## config.mk

```make
export PLATFORM = sky130hd
export DESIGN_NAME = sac_adc_port
export DESIGN_NICKNAME = d
export VERILOG_FILES = /design/src/shared/sac_pkg.sv /design/src/sac_fifo.sv /design/src/sac_adc_port.sv
export SDC_FILE = /design/constraint.sdc
export NUM_CORES = 1
export LEC_CHECK = 0
export BUFFER_PORTS_ARGS = -buffer_cell sky130_fd_sc_hd__buf_4
export CORE_MARGIN = 2
export CORE_UTILIZATION = 40
export DETAILED_ROUTE_END_ITERATION = 8
export SETUP_SLACK_MARGIN = 0.02
export SYNTH_ARGS = -nofsm -noshare
export SYNTH_HDL_FRONTEND = slang
export SYNTH_HIERARCHICAL = 1
export SYNTH_SLANG_ARGS = --single-unit
```

## constraint.sdc

```tcl
create_clock -name clock_in -period 4.75 [get_ports clock_in]
set_input_delay 0.95 -clock clock_in [delete_from_list [all_inputs] [get_ports clock_in]]
set_output_delay 0.95 -clock clock_in [all_outputs]
set_load 0.01 [all_outputs]
```

## src/shared/sac_pkg.sv

```systemverilog
// Shared constants and types for the serial converter control port.
package sac_pkg;
    // System clock period in nanoseconds.
    localparam int CLK_PERIOD_NS = 25;
    // Default result width in bits; twelve is the other legal value.
    localparam int RES_BITS_DEF = 14;
    // Width of the digitised analog input samples.
    localparam int AIN_W = 17;
    // Input samples are in steps of one reference span divided by 2**SPAN_FRAC.
    localparam int SPAN_FRAC = 16;
    // Positive full-scale limit in input steps, half the reference span.
    localparam int FULL_SCALE_UNITS = 32768;
    // Serial clock edge counts after an accepted convert-start.
    localparam logic [4:0] FIRST_BIT_EDGE = 5'h03;
    localparam logic [4:0] LOCKOUT_EDGES = 5'h10;
    localparam logic [4:0] FRAME_EDGES = 5'h11;
    // Convert-start edges without serial clock edges that enter nap and sleep.
    localparam logic [2:0] NAP_EDGES = 3'h2;
    localparam logic [2:0] SLEEP_EDGES = 3'h4;
    // Depth of the result buffer.
    localparam int FIFO_DEPTH = 8;
    // Reference settling time after sleep, in milliseconds, and in clock cycles.
    localparam int REF_SETTLE_MS = 2;
    localparam int REF_SETTLE_CYC = (REF_SETTLE_MS * 1000000 + CLK_PERIOD_NS - 1) / CLK_PERIOD_NS;

    typedef enum logic [1:0]
    {
        SAC_ACTIVE = 2'b00,
        SAC_NAP = 2'b01,
        SAC_SLEEP = 2'b10
    } sac_pwr_e;
endpackage

```

## src/sac_fifo.sv

```systemverilog
// Small first-in first-out buffer with valid and ready on both sides.
`timescale 1ns/100ps
module sac_fifo #(
    parameter int WIDTH = 14,
    parameter int DEPTH = 8
) (
    input wire logic clock_in,
    input wire logic resetn_in,
    input wire logic in_valid_in,
    output logic in_ready_out,
    input wire logic [WIDTH-1:0] in_data_in,
    output logic out_valid_out,
    input wire logic out_ready_in,
    output logic [WIDTH-1:0] out_data_out
);
    localparam int AW = $clog2(DEPTH);
    localparam logic [AW:0] FULL_CNT = (AW + 1)'(DEPTH);

    if (DEPTH < 2 || (1 << AW) != DEPTH)
    begin : g_bad_depth
        $error("sac_fifo depth must be a power of two, at least two");
    end

    typedef struct packed
    {
        logic [DEPTH-1:0][WIDTH-1:0] mem;
        logic [AW-1:0] wr;
        logic [AW-1:0] rd;
        logic [AW:0] cnt;
    } sac_fifo_s;

    sac_fifo_s st_r;
    sac_fifo_s st_nxt;
    logic push;
    logic pop;

    assign in_ready_out = (st_r.cnt != FULL_CNT);
    assign out_valid_out = (st_r.cnt != '0);
    assign out_data_out = st_r.mem[st_r.rd];

    always_comb
    begin
        st_nxt = st_r;
        push = in_valid_in && (st_r.cnt != FULL_CNT);
        pop = out_ready_in && (st_r.cnt != '0);
        if (push)
        begin
            st_nxt.mem[st_r.wr] = in_data_in;
            st_nxt.wr = st_r.wr + 1'b1;
        end
        if (pop)
        begin
            st_nxt.rd = st_r.rd + 1'b1;
        end
        if (push && !pop)
        begin
            st_nxt.cnt = st_r.cnt + 1'b1;
        end
        else if (pop && !push)
        begin
            st_nxt.cnt = st_r.cnt - 1'b1;
        end
    end

    always_ff @(posedge clock_in or negedge resetn_in)
    begin
        if (!resetn_in)
        begin
            st_r <= '0;
        end
        else
        begin
            st_r <= st_nxt;
        end
    end
endmodule

```

## src/sac_adc_port.sv

```systemverilog
// Conversion control, serial result port and power-down keying of the converter.
`timescale 1ns/100ps
//
// Overview of operation
// - Input difference above positive full scale gives zero sign bit then all ones.
// - Input difference below negative full scale gives one sign bit then all zeros.
// - Results are two's complement; one step is reference span over 2**bits.
// - After power-up the port is active and accepts a conversion at once.
// - Two convert-start edges with no serial clock edge between enter nap.
// - The reference stays powered during nap.
// - A serial clock edge wakes from nap; a conversion may follow once the one still running ends its lockout.
// - Four convert-start edges with no serial clock edge between enter sleep.
// - Convert-start samples and starts; further starts ignored for sixteen clock edges.
// - The whole result leaves within the first sixteen clock periods.
// - Only the rising edge of convert-start matters, any duty cycle works.
// - Three wires: clock and convert-start in, serial data out.
// - From the third clock edge after start, bits leave MSB first, one per edge.
// - Serial data is high impedance whenever no result bit is being driven.
// - Each word carries the sample taken at the previous conversion start.
module sac_adc_port #(
    parameter int RES_BITS = sac_pkg::RES_BITS_DEF,
    parameter int REF_SETTLE_CYCLES = sac_pkg::REF_SETTLE_CYC
) (
    input wire logic clock_in,
    input wire logic resetn_in,
    input wire logic sck_in,
    input wire logic convert_start_in,
    input wire logic [sac_pkg::AIN_W-1:0] positive_analog_input_in,
    input wire logic [sac_pkg::AIN_W-1:0] negative_analog_input_in,
    output logic sdo_out,
    output logic sdo_oe_out,
    output logic nap_out,
    output logic sleep_out,
    output logic reference_on_out,
    output logic reference_settled_out,
    output logic converting_out
);
    localparam int AW = sac_pkg::AIN_W;
    localparam int DW = AW + 2;
    localparam int SHIFT = sac_pkg::SPAN_FRAC - RES_BITS;
    localparam int SETTLE_W = $clog2(REF_SETTLE_CYCLES + 1);
    localparam logic signed [DW-1:0] HALF_STEP = DW'(1 << (SHIFT - 1));
    localparam logic signed [DW-1:0] FS_POS = DW'(sac_pkg::FULL_SCALE_UNITS);
    localparam logic signed [DW-1:0] FS_NEG = -FS_POS;
    localparam logic signed [DW-1:0] CODE_MAX = DW'((1 << (RES_BITS - 1)) - 1);
    localparam logic signed [DW-1:0] CODE_MIN = -DW'(1 << (RES_BITS - 1));
    localparam logic [4:0] LAST_BIT_EDGE = 5'(2 + RES_BITS);
    localparam logic [4:0] RELEASE_EDGE = 5'(3 + RES_BITS);
    localparam logic [SETTLE_W-1:0] SETTLE_LOAD = SETTLE_W'(REF_SETTLE_CYCLES - 1);

    if (RES_BITS != 12 && RES_BITS != 14)
    begin : g_bad_res
        $error("sac_adc_port result width must be 12 or 14");
    end
    if (REF_SETTLE_CYCLES < 1)
    begin : g_bad_settle
        $error("sac_adc_port settle count must be at least one");
    end

    typedef struct packed
    {
        logic sck_s1;
        logic sck_s2;
        logic sck_d;
        logic cv_s1;
        logic cv_s2;
        logic cv_d;
        logic [AW-1:0] pos_s1;
        logic [AW-1:0] pos_s2;
        logic [AW-1:0] neg_s1;
        logic [AW-1:0] neg_s2;
        sac_pkg::sac_pwr_e pwr;
        logic [2:0] quiet;
        logic busy;
        logic [4:0] edges;
        logic [RES_BITS-1:0] code;
        logic push_pend;
        logic [RES_BITS-1:0] shreg;
        logic sdo;
        logic sdo_oe;
        logic [SETTLE_W-1:0] settle_cnt;
        logic settled;
    } sac_port_s;

    sac_port_s st_r;
    sac_port_s st_nxt;

    logic sck_rise;
    logic cv_rise;
    logic start;
    logic fifo_in_ready;
    logic fifo_out_valid;
    logic [RES_BITS-1:0] fifo_out_data;
    logic [RES_BITS-1:0] sample_code;

    // Quantise the held input difference into a saturating two's complement code.
    function automatic logic [RES_BITS-1:0] to_code(input logic [AW-1:0] pos,
                                                    input logic [AW-1:0] neg);
        logic signed [DW-1:0] diff;
        logic signed [DW-1:0] rounded;
        logic [RES_BITS-1:0] code;
        diff = $signed({2'b00, pos}) - $signed({2'b00, neg});
        rounded = (diff + HALF_STEP) >>> SHIFT;
        code = rounded[RES_BITS-1:0];
        if (diff > FS_POS || rounded > CODE_MAX)
        begin
            code = {1'b0, {(RES_BITS - 1){1'b1}}};
        end
        else if (diff < FS_NEG || rounded < CODE_MIN)
        begin
            code = {1'b1, {(RES_BITS - 1){1'b0}}};
        end
        return code;
    endfunction

    assign sdo_out = st_r.sdo;
    assign sdo_oe_out = st_r.sdo_oe;
    assign nap_out = (st_r.pwr == sac_pkg::SAC_NAP);
    assign sleep_out = (st_r.pwr == sac_pkg::SAC_SLEEP);
    assign reference_on_out = (st_r.pwr != sac_pkg::SAC_SLEEP);
    assign reference_settled_out = st_r.settled;
    assign converting_out = st_r.busy;

    // Edges are found on the second synchroniser stage against its delayed copy.
    assign sck_rise = st_r.sck_s2 && !st_r.sck_d;
    assign cv_rise = st_r.cv_s2 && !st_r.cv_d;
    assign start = cv_rise && !st_r.busy && (st_r.pwr == sac_pkg::SAC_ACTIVE);
    assign sample_code = to_code(st_r.pos_s2, st_r.neg_s2);

    // Results wait here for one conversion before they are shifted out.
    sac_fifo #(
        .WIDTH(RES_BITS),
        .DEPTH(sac_pkg::FIFO_DEPTH)
    ) u_result_fifo (
        .clock_in(clock_in),
        .resetn_in(resetn_in),
        .in_valid_in(st_r.push_pend),
        .in_ready_out(fifo_in_ready),
        .in_data_in(st_r.code),
        .out_valid_out(fifo_out_valid),
        .out_ready_in(start),
        .out_data_out(fifo_out_data)
    );

    always_comb
    begin
        st_nxt = st_r;

        st_nxt.sck_s1 = sck_in;
        st_nxt.sck_s2 = st_r.sck_s1;
        st_nxt.sck_d = st_r.sck_s2;
        st_nxt.cv_s1 = convert_start_in;
        st_nxt.cv_s2 = st_r.cv_s1;
        st_nxt.cv_d = st_r.cv_s2;
        st_nxt.pos_s1 = positive_analog_input_in;
        st_nxt.pos_s2 = st_r.pos_s1;
        st_nxt.neg_s1 = negative_analog_input_in;
        st_nxt.neg_s2 = st_r.neg_s1;

        // Finished results move into the buffer; a full buffer holds them here.
        if (st_r.push_pend && fifo_in_ready)
        begin
            st_nxt.push_pend = 1'b0;
        end

        // Count convert-start edges that arrive with no clock edge in between.
        if (sck_rise)
        begin
            st_nxt.quiet = cv_rise ? 3'h1 : 3'h0;
        end
        else if (cv_rise && st_r.quiet != sac_pkg::SLEEP_EDGES)
        begin
            st_nxt.quiet = st_r.quiet + 3'h1;
        end

        unique case (st_r.pwr)
            sac_pkg::SAC_ACTIVE:
            begin
                if (!sck_rise && st_nxt.quiet == sac_pkg::SLEEP_EDGES)
                begin
                    st_nxt.pwr = sac_pkg::SAC_SLEEP;
                    st_nxt.settled = 1'b0;
                end
                else if (!sck_rise && st_nxt.quiet == sac_pkg::NAP_EDGES)
                begin
                    st_nxt.pwr = sac_pkg::SAC_NAP;
                end
            end
            sac_pkg::SAC_NAP:
            begin
                if (sck_rise)
                begin
                    st_nxt.pwr = sac_pkg::SAC_ACTIVE;
                end
                else if (st_nxt.quiet == sac_pkg::SLEEP_EDGES)
                begin
                    st_nxt.pwr = sac_pkg::SAC_SLEEP;
                    st_nxt.settled = 1'b0;
                end
            end
            sac_pkg::SAC_SLEEP:
            begin
                if (sck_rise)
                begin
                    st_nxt.pwr = sac_pkg::SAC_ACTIVE;
                    st_nxt.settle_cnt = SETTLE_LOAD;
                end
            end
            default:
            begin
                st_nxt.pwr = sac_pkg::SAC_ACTIVE;
            end
        endcase

        // The reference counts its settling time once awake again.
        if (st_r.pwr != sac_pkg::SAC_SLEEP && !st_r.settled)
        begin
            if (st_r.settle_cnt == '0)
            begin
                st_nxt.settled = 1'b1;
            end
            else
            begin
                st_nxt.settle_cnt = st_r.settle_cnt - 1'b1;
            end
        end

        if (start)
        begin
            // Hold the inputs and hand out the previous conversion's result.
            st_nxt.busy = 1'b1;
            st_nxt.edges = '0;
            st_nxt.code = sample_code;
            st_nxt.shreg = fifo_out_valid ? fifo_out_data : '0;
            st_nxt.sdo = 1'b0;
            st_nxt.sdo_oe = 1'b0;
        end
        else if (sck_rise && st_r.edges != sac_pkg::FRAME_EDGES)
        begin
            st_nxt.edges = st_r.edges + 5'h01;
            if (st_nxt.edges >= sac_pkg::FIRST_BIT_EDGE && st_nxt.edges <= LAST_BIT_EDGE)
            begin
                st_nxt.sdo = st_r.shreg[RES_BITS-1];
                st_nxt.sdo_oe = 1'b1;
                st_nxt.shreg = {st_r.shreg[RES_BITS-2:0], 1'b0};
            end
            else if (st_nxt.edges == RELEASE_EDGE)
            begin
                st_nxt.sdo = 1'b0;
                st_nxt.sdo_oe = 1'b0;
            end
            if (st_nxt.edges == sac_pkg::LOCKOUT_EDGES)
            begin
                st_nxt.busy = 1'b0;
                st_nxt.push_pend = 1'b1;
            end
        end
    end

    always_ff @(posedge clock_in or negedge resetn_in)
    begin
        if (!resetn_in)
        begin
            st_r <= '0;
            st_r.pwr <= sac_pkg::SAC_ACTIVE;
            st_r.edges <= sac_pkg::FRAME_EDGES;
            st_r.settled <= 1'b1;
            st_r.sdo_oe <= 1'b0;
        end
        else
        begin
            st_r <= st_nxt;
        end
    end
endmodule

```

==> results.md, run 1 <==
* Status: finished, final reports clean
* Starting DRT DRC Count at 366
* Nets at 1,007
* Final non-filler cell area at 0.0134 mm²
* Total track usage at 15.3%
* Clock network power share at 38.2%
* Synth Cell Area at 0.0116 mm²
* Die W at 174 µm
* Post-Route Skew at 15.4 ps
* Port Buf Inserts at 44
* Async SR Flop Fraction at 100%
* Post-synthesis mux area share at 18.5%
* Gpl congestion at 0.780
* Flop pwr share at 45.9%
* Fmax at 266 MHz
* Post-CTS Hold Fix Bufs at 0
* Final TNS setup at 0 ps
* Post-DRT Antenna Nets at 0
* # DRC at 0
* Fill cell count at 2,559
* Switching share of power at 27.8%
* Reg area at 0.00641 mm²
* Yosys reg bits at 256
* CORE AREA at 0.0286 mm²
* Cell variety after synth at 66
* Postcts setup bufs at 0
* Area share of fa/ha/maj cells after synthesis at 3.69%
* Setup crit start kind: flip-flop
* Setup repair after global routing missed its margin: false
* Largest net degree at the start of global routing at 125
* Layout Area Growth over Synthesis at 15.0%
* Placed cells at 1,290
* Leakage at 6.08 nW
* Final Cycle Share at 79.0%
* Pwr/cell area at 462 mW/mm²
* HP Class: reg -> reg
* Root Buffer Master: clkbuf_16
* Synth Area in Compound Gates at 8.49%
* DR WL/cell at 16.6 µm
* Most frequent cells in the layout: 251 x dfrtp_1, 129 x mux2_2, 49 x buf_4, 48 x nor2_1, 42 x a21oi_1
* Slew headroom at 23.1%
* Clock Path Buffers at 3
* Max FO, Critical Path at 12
* Synth Warn # at 6
* Largest family of logic cells by synthesized area: multiplexers
* Vias in the first global route at 7,423
* Post-synthesis xor/xnor area fraction at 2.94%
* WP data arrival at 4160 ps
* Num ports at 45
* H-tree depth at 1
* Max Cap Violations at 0
* Starting Density at 40.6%
* EDFF count, synth at 0
* Via count at 6,965
* HPWL Detailed at 14,100 µm
* Max Slew Vio Count at 0
* N_diodes at 0
* Logic pwr share at 15.9%
* Most common cell after layout, fill and taps aside: dfrtp_1
* Critical path class: reg -> reg
* Clock Latency Late Sink at 530 ps
* Final Hold Violating Endpoints at 0
* CTS clk-pin slew, worst paths at 60 ps
* Tmin final at 3750 ps
* Share of layout cells above drive strength 1 at 28.8%
* # rows at 62
* Placement Cell Area at 0.0123 mm²
* Register area share after synthesis at 55.2%
* CTS Sinks at 256
* Final setup violation count at 0
* Final wirelength at 22,200 µm
* Crit. End Element: flip-flop
* Die Footprint at 0.0304 mm²
* VDD IR max at 0.301 mV
* Worst path required time at 5160 ps
* Die Ht at 174 µm
* Avg Vias per Cell at 5.19
* Syn nets at 967
* Worst-margin pin slew at 1150 ps
* Final cell count without fillers at 1,342
* Num CTS Buffers at 28
* Internal power at 4.45 mW
* Multi-input logic area at 0.00491 mm²
* Initial antenna violation count at 0
* DRT Pass-1 Iters at 4
* Mapped Cells at 896
* Most used DFF post-synth: dfrtp_1
* CTS tree: yes
* First-pass GRT wire length at 38,300 µm
* Syn_area_per_cell at 13.0 µm²
* Post-Synth Simple-Gate Area at 8.46%
* Total congestion overflow at 0
* Net switching power at 1.71 mW
* CTS resizes at 0
* Hold_ws at 345 ps
## area by class of cell
type,instances,area share [%]
sequential,256,48.0
clock buffer,36,5.93
multi-input combinational,566,36.7
tap,384,3.60
clock inverter,16,1.76
timing repair buffer,51,3.02
inverter,33,0.928
## power groups by stage
stage | Clock (mW) | Combinational (mW) | Sequential, mW
finish | 2.36 | 0.981 | 2.83
floorplan | 0 | 0.765 | 2.75
global placement | 0 | 0.971 | 2.86
global route | 2.51 | 1.13 | 2.89
CTS | 2.42 | 0.999 | 2.83
detailed placement | 0 | 0.994 | 2.87
## through the flow
stage	utilization, %	power, mW	setup WS [ps]
floorplan	-	3.51	1360
global placement	43.1	3.83	1040
detailed placement	43.1	3.86	1000
CTS	46.7	6.25	970
global route	46.7	6.53	671
finish	46.7	6.16	996
## logic make-up (layout without fill, tap and decap cells)
logic type      Yosys count  in the layout
buf+inv                  74            136
simple gates            189            189
compound gates          142            142
mux                     163            163
flops                   256            256
fa+ha+maj                33             33
xor+xnor                 39             39
## cell usage after synthesis, types with 15 or more instances
cell type	number	share of area [%]
nand3_1	23	0.99
o21ai_0	15	0.65
nand2_1	37	1.2
xnor2_1	30	2.3
ha_1	31	3.3
clkbuf_1	16	0.52
a21oi_1	42	1.8
nor2_1	49	1.6
nor3_1	17	0.73
inv_1	33	1.1
mux2_2	129	13
mux4_2	28	5.4
dfrtp_1	253	55
## critical path: stages, from the launching register on
cell and delay [ps]:
dfrtp_1 360, inv_1 50, ha_1 160, inv_1 50
fa_1 410, a211oi_1 380, o211ai_2 150, nand2_1 120
mux2_1 340, or3_4 410, or3_4 400, o31ai_4 480
nor2_1 130, o22a_1 180
## sequential cells by signal (all words and copies together), names as in the netlist
signal / flops
u_result_fifo/st_r: 122
st_r: 92
st_nxt: 38
converting_out: 1
reference_settled_out: 1
sdo_oe_out: 1
sdo_out: 1
## worst paths after layout
path | startpoint | slack (ps) | cells after the start | endpoint
max | st_r[94] | 1000 | 13 | st_r[46]
min | st_nxt[94] | 350 | 0 | st_r[94]
max reg2reg | st_r[94] | 1000 | 13 | st_r[46]
min reg2reg | st_nxt[94] | 350 | 0 | st_r[94]
max in group asynchronous | resetn_in | 3220 | 2 | st_r[104]
min in group asynchronous | resetn_in | 470 | 1 | u_result_fifo/st_r[68]
## routing by layer
layer	track usage (%)	routed length, µm	vias up	share of wire (%)
met1	20.8	10400	3514	47
li1	-	-	3324	-
met4	4.03	475	0	2.1
met3	2.03	698	38	3.1
met2	26.0	10700	89	48
met5	0	0	-	0
Note: power is estimated with default switching activity, not from simulation.
==> run 2: changes to the inputs <==
Clock period 4.75 ns to 3.7 ns, I/O delays scaled along.
==> run 2 against run 1 <==
Die area did not move. Critical path depth up 1. Register-to-register slack got worse by 790 ps. Final area up 1.3%. Sequential cell count unchanged.
==> results.md, run 2 (synthesis results as in run 1) <==
* Nets at 1,019 (+1.2%)
* Critical path's slowest cell: fa_1
* Worst-margin pin slew at 1070 ps (-83.0 ps)
* Clock Latency Late Sink at 540 ps (about the same)
* CTS Sinks at 256 (unchanged)
* Largest net degree at the start of global routing at 86 (-31%)
* Port Buf Inserts at 44 (unchanged)
* Die Ht at 174 µm (unchanged)
* # DRC at 0 (unchanged)
* WP data arrival at 3910 ps (-250 ps)
* Reg2reg start: st_r[94]
* CP Cell Sequence: inv_1, ha_1, inv_1, fa_1, a211oi_2, o211ai_2, nand2_2, mux2_1, or3_4, or3_4, o31ai_4, buf_12, nor2_1, o22a_1
* Final TNS setup at 0 ps (unchanged)
* Worst Path Buf+Inv at 3 (+1)
* CP delay by family, top: simple AND/OR/NAND/NOR gates
* Met3 global-route usage at 1.97% (-0.066 points)
* Root Buffer Master: clkbuf_16
* Total track usage at 15.2% (-0.078 points)
* Post-DRT Antenna Nets at 0 (unchanged)
* Post-Route Skew at 23.0 ps (+7.56 ps)
* Max stage delay on crit path at 420 ps (-60 ps)
* Num CTS Buffers at 28 (unchanged)
* Grt peak-use layer: met2
* N_diodes at 0 (unchanged)
* Postcts setup bufs at 0 (unchanged)
* Via count at 7,049 (+1.2%)
* Final setup violation count at 0 (unchanged)
* Leakage at 6.15 nW (+1.2%)
* Max reg flops at 122 (unchanged)
* Largest registers: u_result_fifo/st_r (122), st_r (92), st_nxt (38)
* Global routing usage on met2 at 25.5% (-0.48 points)
* Initial antenna violation count at 0 (unchanged)
* Max Cap Violations at 0 (unchanged)
* Worst path required time at 4110 ps (-1050 ps)
* First-pass GRT wire length at 37,800 µm (-1.2%)
* # rows at 62 (unchanged)
* HPWL Detailed at 14,300 µm (+1.3%)
* Placement Cell Area at 0.0124 mm² (+0.93%)
* CTS clk-pin slew, worst paths at 60 ps (about the same)
* Gpl congestion at 0.742 (-4.9%)
* Die W at 174 µm (unchanged)
* Layout Area Growth over Synthesis at 16.5%
* Vias in the first global route at 7,234 (-2.5%)
* DRT Pass-1 Iters at 4 (unchanged)
* DR WL/cell at 16.4 µm (-0.92%)
* CTS tree: yes
* Most flops, register: u_result_fifo/st_r
* CORE AREA at 0.0286 mm² (unchanged)
* Starting DRT DRC Count at 277 (-24%)
* Avg Vias per Cell at 5.21 (+0.31%)
* HP Class: in -> async
* Status: finished, final reports clean
* Clock Path Buffers at 3 (unchanged)
* Crit. End Element: flip-flop
* Max Slew Vio Count at 0 (unchanged)
* Setup crit start kind: flip-flop
* Num ports at 45 (unchanged)
* M1 GR Usage at 21.1% (+0.33 points)
* Die Footprint at 0.0304 mm² (unchanged)
* Starting Density at 40.6% (unchanged)
* VDD IR max at 0.377 mV (+25%)
* Final Cycle Share at 94.5% (+16 points)
* Max FO, Critical Path at 12 (unchanged)
* H-tree depth at 1 (unchanged)
* Most common cell after layout, fill and taps aside: dfrtp_1
* Worst r2r dst: st_r[41]
* Final Hold Violating Endpoints at 0 (unchanged)
* Critical path class: reg -> reg
* Fmax at 286 MHz (+7.3%)
* Slew headroom at 28.8% (+5.7 points)
* Total congestion overflow at 0 (unchanged)
* Final wirelength at 22,200 µm (about the same)
* Pwr/cell area at 598 mW/mm² (+30%)
* Final non-filler cell area at 0.0135 mm² (+1.3%)
* Reg2Reg Setup Slack at 200 ps (-790 ps)
* Share of layout cells above drive strength 1 at 29.8% (+0.98 points)
* Final Util at 47.3% (+0.61 points)
* Most frequent cells in the layout: 251 x dfrtp_1, 129 x mux2_2, 59 x buf_4, 48 x nor2_1, 42 x a21oi_1
* Setup repair after global routing missed its margin: false
* Reg2reg path depth at 14 (+1)
* Tmin final at 3500 ps (-256 ps)
-- run 2: cell count changes in the layout (fill, tap and decap cells not counted), sizes merged --
cell	previous run	this run
bufinv	6	8
buf	51	63
clkinv	8	2
clkinvlp	2	5
inv	33	34
-- run 2: layout make-up --
cell class / count / area [µm²]
Multi-Input combinational cell: 566 / 4910
Inverter: 33 / 124
Tap cell: 384 / 480
Timing Repair Buffer: 63 / 518
Clock inverter: 16 / 297
Sequential cell: 256 / 6410
Fill cell: 2569 / 15100
Clock buffer: 36 / 782
-- run 2: worst max-delay path by stage --
stage	start	endpoint	slack [ps]	depth (start not counted)
floorplan	st_r[94]	st_r[45]	310	14
global placement	st_r[94]	st_r[43]	140	14
detailed placement	st_r[94]	st_r[44]	100	14
CTS	st_r[94]	st_r[41]	60	14
global route	st_r[94]	st_r[36]	30	14
finish	st_r[94]	st_r[41]	200	14
-- run 2: what timing repair did --
| action | CTS | global route |
|---|---|---|
| setup endpoints to repair | 0 | 12 |
| gates resized for setup | 0 | 2 |
| hold buffers | 0 | 0 |
-- run 2: worst register-to-register path, delay by kind of cell (launching register included) --
family                     cells  cell delay (ps)
and+or+nand+nor                4              980
buffers and inverters          3              270
AOI/OAI and AO/OA              4              850
DFF                            1              360
adders and majority gates      2              580
muxes                          1              340
-- run 2: through the flow --
| step | total power, mW | std cells | hold WS [ps] | worst slack, ps |
|---|---|---|---|---|
| final | 8.09 | 1354 | 194 | 202 |
| after global routing | 8.57 | 1354 | 237 | 25.8 |
| after CTS | 8.20 | 1354 | 193 | 55.1 |
| after detailed placement | 4.98 | 1302 | 335 | 96.9 |
| after global placement | 4.94 | 1302 | 332 | 139 |
| after floorplan | 4.51 | 896 | 331 | 311 |
-- run 2: metal layers --
metal  up-vias  part of all wire, %
li1       3356                    -
met1      3559                   47
met2       103                   48
met3        31                  3.1
met4         0                  1.6
met5         -                    0
-- run 2: report_power, final --
group | total (mW) | switching [mW] | internal [mW]
clock | 3.16 | 1.11 | 2.05
combinational | 1.29 | 0.663 | 0.628
sequential | 3.64 | 0.454 | 3.18
==> run 3: changes to the inputs <==
Settings changed: RECOVER_POWER from default to 100.
==> run 3 against run 2 <==
The flow now finishes with violations (max-capacitance violations, max-slew violations). Critical path depth unchanged. Clock power about the same. Clock-buffer cell count unchanged. Core utilization decreased by 0.38 points. Maximum frequency about the same. Critical path type unchanged. Critical endpoint unchanged.
==> results.md, run 3 (synthesis results as in run 1) <==
* Status: finished with violations
* Failing checks: max-capacitance violations, max-slew violations
* Clock Latency Late Sink at 540 ps (about the same)
* Root Buffer Master: clkbuf_16
* Crit. End Element: flip-flop
* # rows at 62 (unchanged)
* Die Ht at 174 µm (unchanged)
* Max Cap Violations at 4 (+4)
* Share of layout cells above drive strength 1 at 27.7% (-2.1 points)
* Tmin final at 3500 ps (-1.57 ps)
* CTS clk-pin slew, worst paths at 60 ps (about the same)
* Internal power at 5.83 mW (-0.46%)
* VDD IR max at 0.375 mV (-0.28%)
* Placement Cell Area at 0.0124 mm² (unchanged)
* Gpl congestion at 0.742 (unchanged)
* Fill cell count at 2,588 (+0.74%)
* Nets at 1,019 (unchanged)
* Die Footprint at 0.0304 mm² (unchanged)
* Clock network power share at 39.3% (+0.2 points)
* Post-Route Skew at 21.6 ps (-1.38 ps)
* Worst path required time at 4110 ps (about the same)
* Total track usage at 15.2% (unchanged)
* Setup repair after global routing missed its margin: false
* Vias in the first global route at 7,234 (unchanged)
* Most common cell after layout, fill and taps aside: dfrtp_1
* Reg area at 0.00641 mm² (unchanged)
* WP data arrival at 3910 ps (about the same)
* Metal3 WL at 712 µm (+1.7%)
* Max reg flops at 122 (unchanged)
* HP Class: reg -> reg
* Pwr/cell area at 601 mW/mm² (+0.43%)
* Leakage at 6.08 nW (-1.1%)
* Critical path class: reg -> reg
* Logic pwr share at 15.7% (-0.3 points)
* Die W at 174 µm (unchanged)
* Layout Area Growth over Synthesis at 15.6%
* Max Slew Vio Count at 130 (+130)
* Final TNS setup at 0 ps (unchanged)
* Num CTS Buffers at 28 (unchanged)
* Met2 routed WL at 10,700 µm (+0.20%)
* Final Cycle Share at 94.5% (about the same)
* H-tree depth at 1 (unchanged)
* Slew headroom at -35.1% (-64 points)
* Total congestion overflow at 0 (unchanged)
* CTS tree: yes
* Final wirelength at 22,200 µm (-0.37%)
* DR WL/cell at 16.4 µm (-0.37%)
* Num ports at 45 (unchanged)
* Most frequent cells in the layout: 251 x dfrtp_1, 129 x mux2_2, 49 x nor2_1, 42 x a21oi_1
* # DRC at 0 (unchanged)
* Most flops, register: u_result_fifo/st_r
* Met1 wire length at 10,300 µm (-1.2%)
* Avg Vias per Cell at 5.21 (+0.17%)
* DRT Pass-1 Iters at 4 (unchanged)
* Postcts setup bufs at 0 (unchanged)
* CTS Sinks at 256 (unchanged)
* Largest net degree at the start of global routing at 86 (unchanged)
* First-pass GRT wire length at 37,800 µm (unchanged)
* Hold_ws at 325 ps (+131 ps)
* Port Buf Inserts at 44 (unchanged)
* Clock Path Buffers at 3 (unchanged)
* Starting Density at 40.6% (unchanged)
* CORE AREA at 0.0286 mm² (unchanged)
* Fmax at 286 MHz (about the same)
* Net switching power at 2.22 mW (-0.16%)
* Final setup violation count at 0 (unchanged)
* Max FO, Critical Path at 12 (unchanged)
* Post-DRT Antenna Nets at 0 (unchanged)
* Initial antenna violation count at 0 (unchanged)
* N_diodes at 0 (unchanged)
* Multi-input logic area at 0.00489 mm² (-0.51%)
* Worst-margin pin slew at 2030 ps (+960 ps)
* Largest registers: u_result_fifo/st_r (122), st_r (92), st_nxt (38)
* Starting DRT DRC Count at 266 (-4.0%)
* HPWL Detailed at 14,300 µm (unchanged)
* Final non-filler cell area at 0.0134 mm² (-0.80%)
* Via count at 7,061 (+0.17%)
* Switching share of power at 27.6% (+0.060 points)
* Final Hold Violating Endpoints at 0 (unchanged)
* Flop pwr share at 45.1% (about the same)
* Highest routed metal layer: met4
* Setup crit start kind: flip-flop
[run 3: cell count changes in the layout (fill, tap and decap cells not counted), moves of 2 or more]
cell | before | now
buf_4 | 59 | 7
clkbuf_4 | 0 | 36
clkbuf_1 | 4 | 19
clkbuf_2 | 0 | 2
dfstp_1 | 0 | 2
dfstp_2 | 3 | 1
[run 3: critical path, stage by stage (launching register included)]
cell and delay [ps]:
dfrtp_1 360, inv_1 50, ha_1 160, inv_1 60
fa_1 420, a211oi_2 260, o211ai_2 150, nand2_2 110
mux2_1 340, or3_4 410, or3_4 400, o31ai_4 280
buf_12 160, nor2_1 60, o22a_1 160
[run 3: worst paths after layout]
check / from / end / slack (ps) / cells after the start
hold reg to reg: st_nxt[104] / st_r[104] / 330 / 0
hold / removal: st_nxt[104] / st_r[104] / 330 / 0
setup / recovery: st_r[94] / st_r[41] / 200 / 14
max in group asynchronous: resetn_in / u_result_fifo/st_r[5] / 850 / 2
min in group asynchronous: resetn_in / u_result_fifo/st_r[32] / 780 / 1
setup reg to reg: st_r[94] / st_r[41] / 200 / 14
[run 3: repair_timing]
action	4_1_cts	5_1_grt
hold buffers	0	0
setup endpoints to repair	0	12
resized for setup	0	2
[run 3: cell type report]
class                   instances  share of cell area, %
clock buffers                  36                   5.83
clock inverters                16                   2.21
inverters                      33                  0.923
multi-input cells             566                   36.4
flip-flops and latches        256                   47.8
well taps                     384                   3.58
repair buffers                 63                   3.24
[run 3: per-layer routing]
layer,vias up,GRT usage [%]
li1,3355,-
met1,3568,21.1
met2,103,25.5
met3,35,1.97
met4,0,3.75
met5,-,0
[run 3: per-stage QoR]
step | power, mW | setup WS (ps) | util (%) | instances
final | 8.06 | 204 | 46.9 | 1354
after global routing | 8.54 | 25.6 | 46.9 | 1354
after CTS | 8.20 | 55.1 | 47.2 | 1354
after detailed placement | 4.98 | 96.9 | 43.5 | 1302
after global placement | 4.94 | 139 | 43.5 | 1302
after floorplan | 4.51 | 311 | - | 896
[run 3: power by group through the flow]
| stage | Sequential [mW] | Clock, mW | Combinational [mW] |
|---|---|---|---|
| 3_3_place_gp | 3.67 | 0 | 1.27 |
| 2_1_floorplan | 3.53 | 0 | 0.982 |
| 5_1_grt | 3.70 | 3.38 | 1.46 |
| 4_1_cts | 3.64 | 3.25 | 1.31 |
| 6_report | 3.63 | 3.16 | 1.26 |
| 3_5_place_dp | 3.69 | 0 | 1.30 |
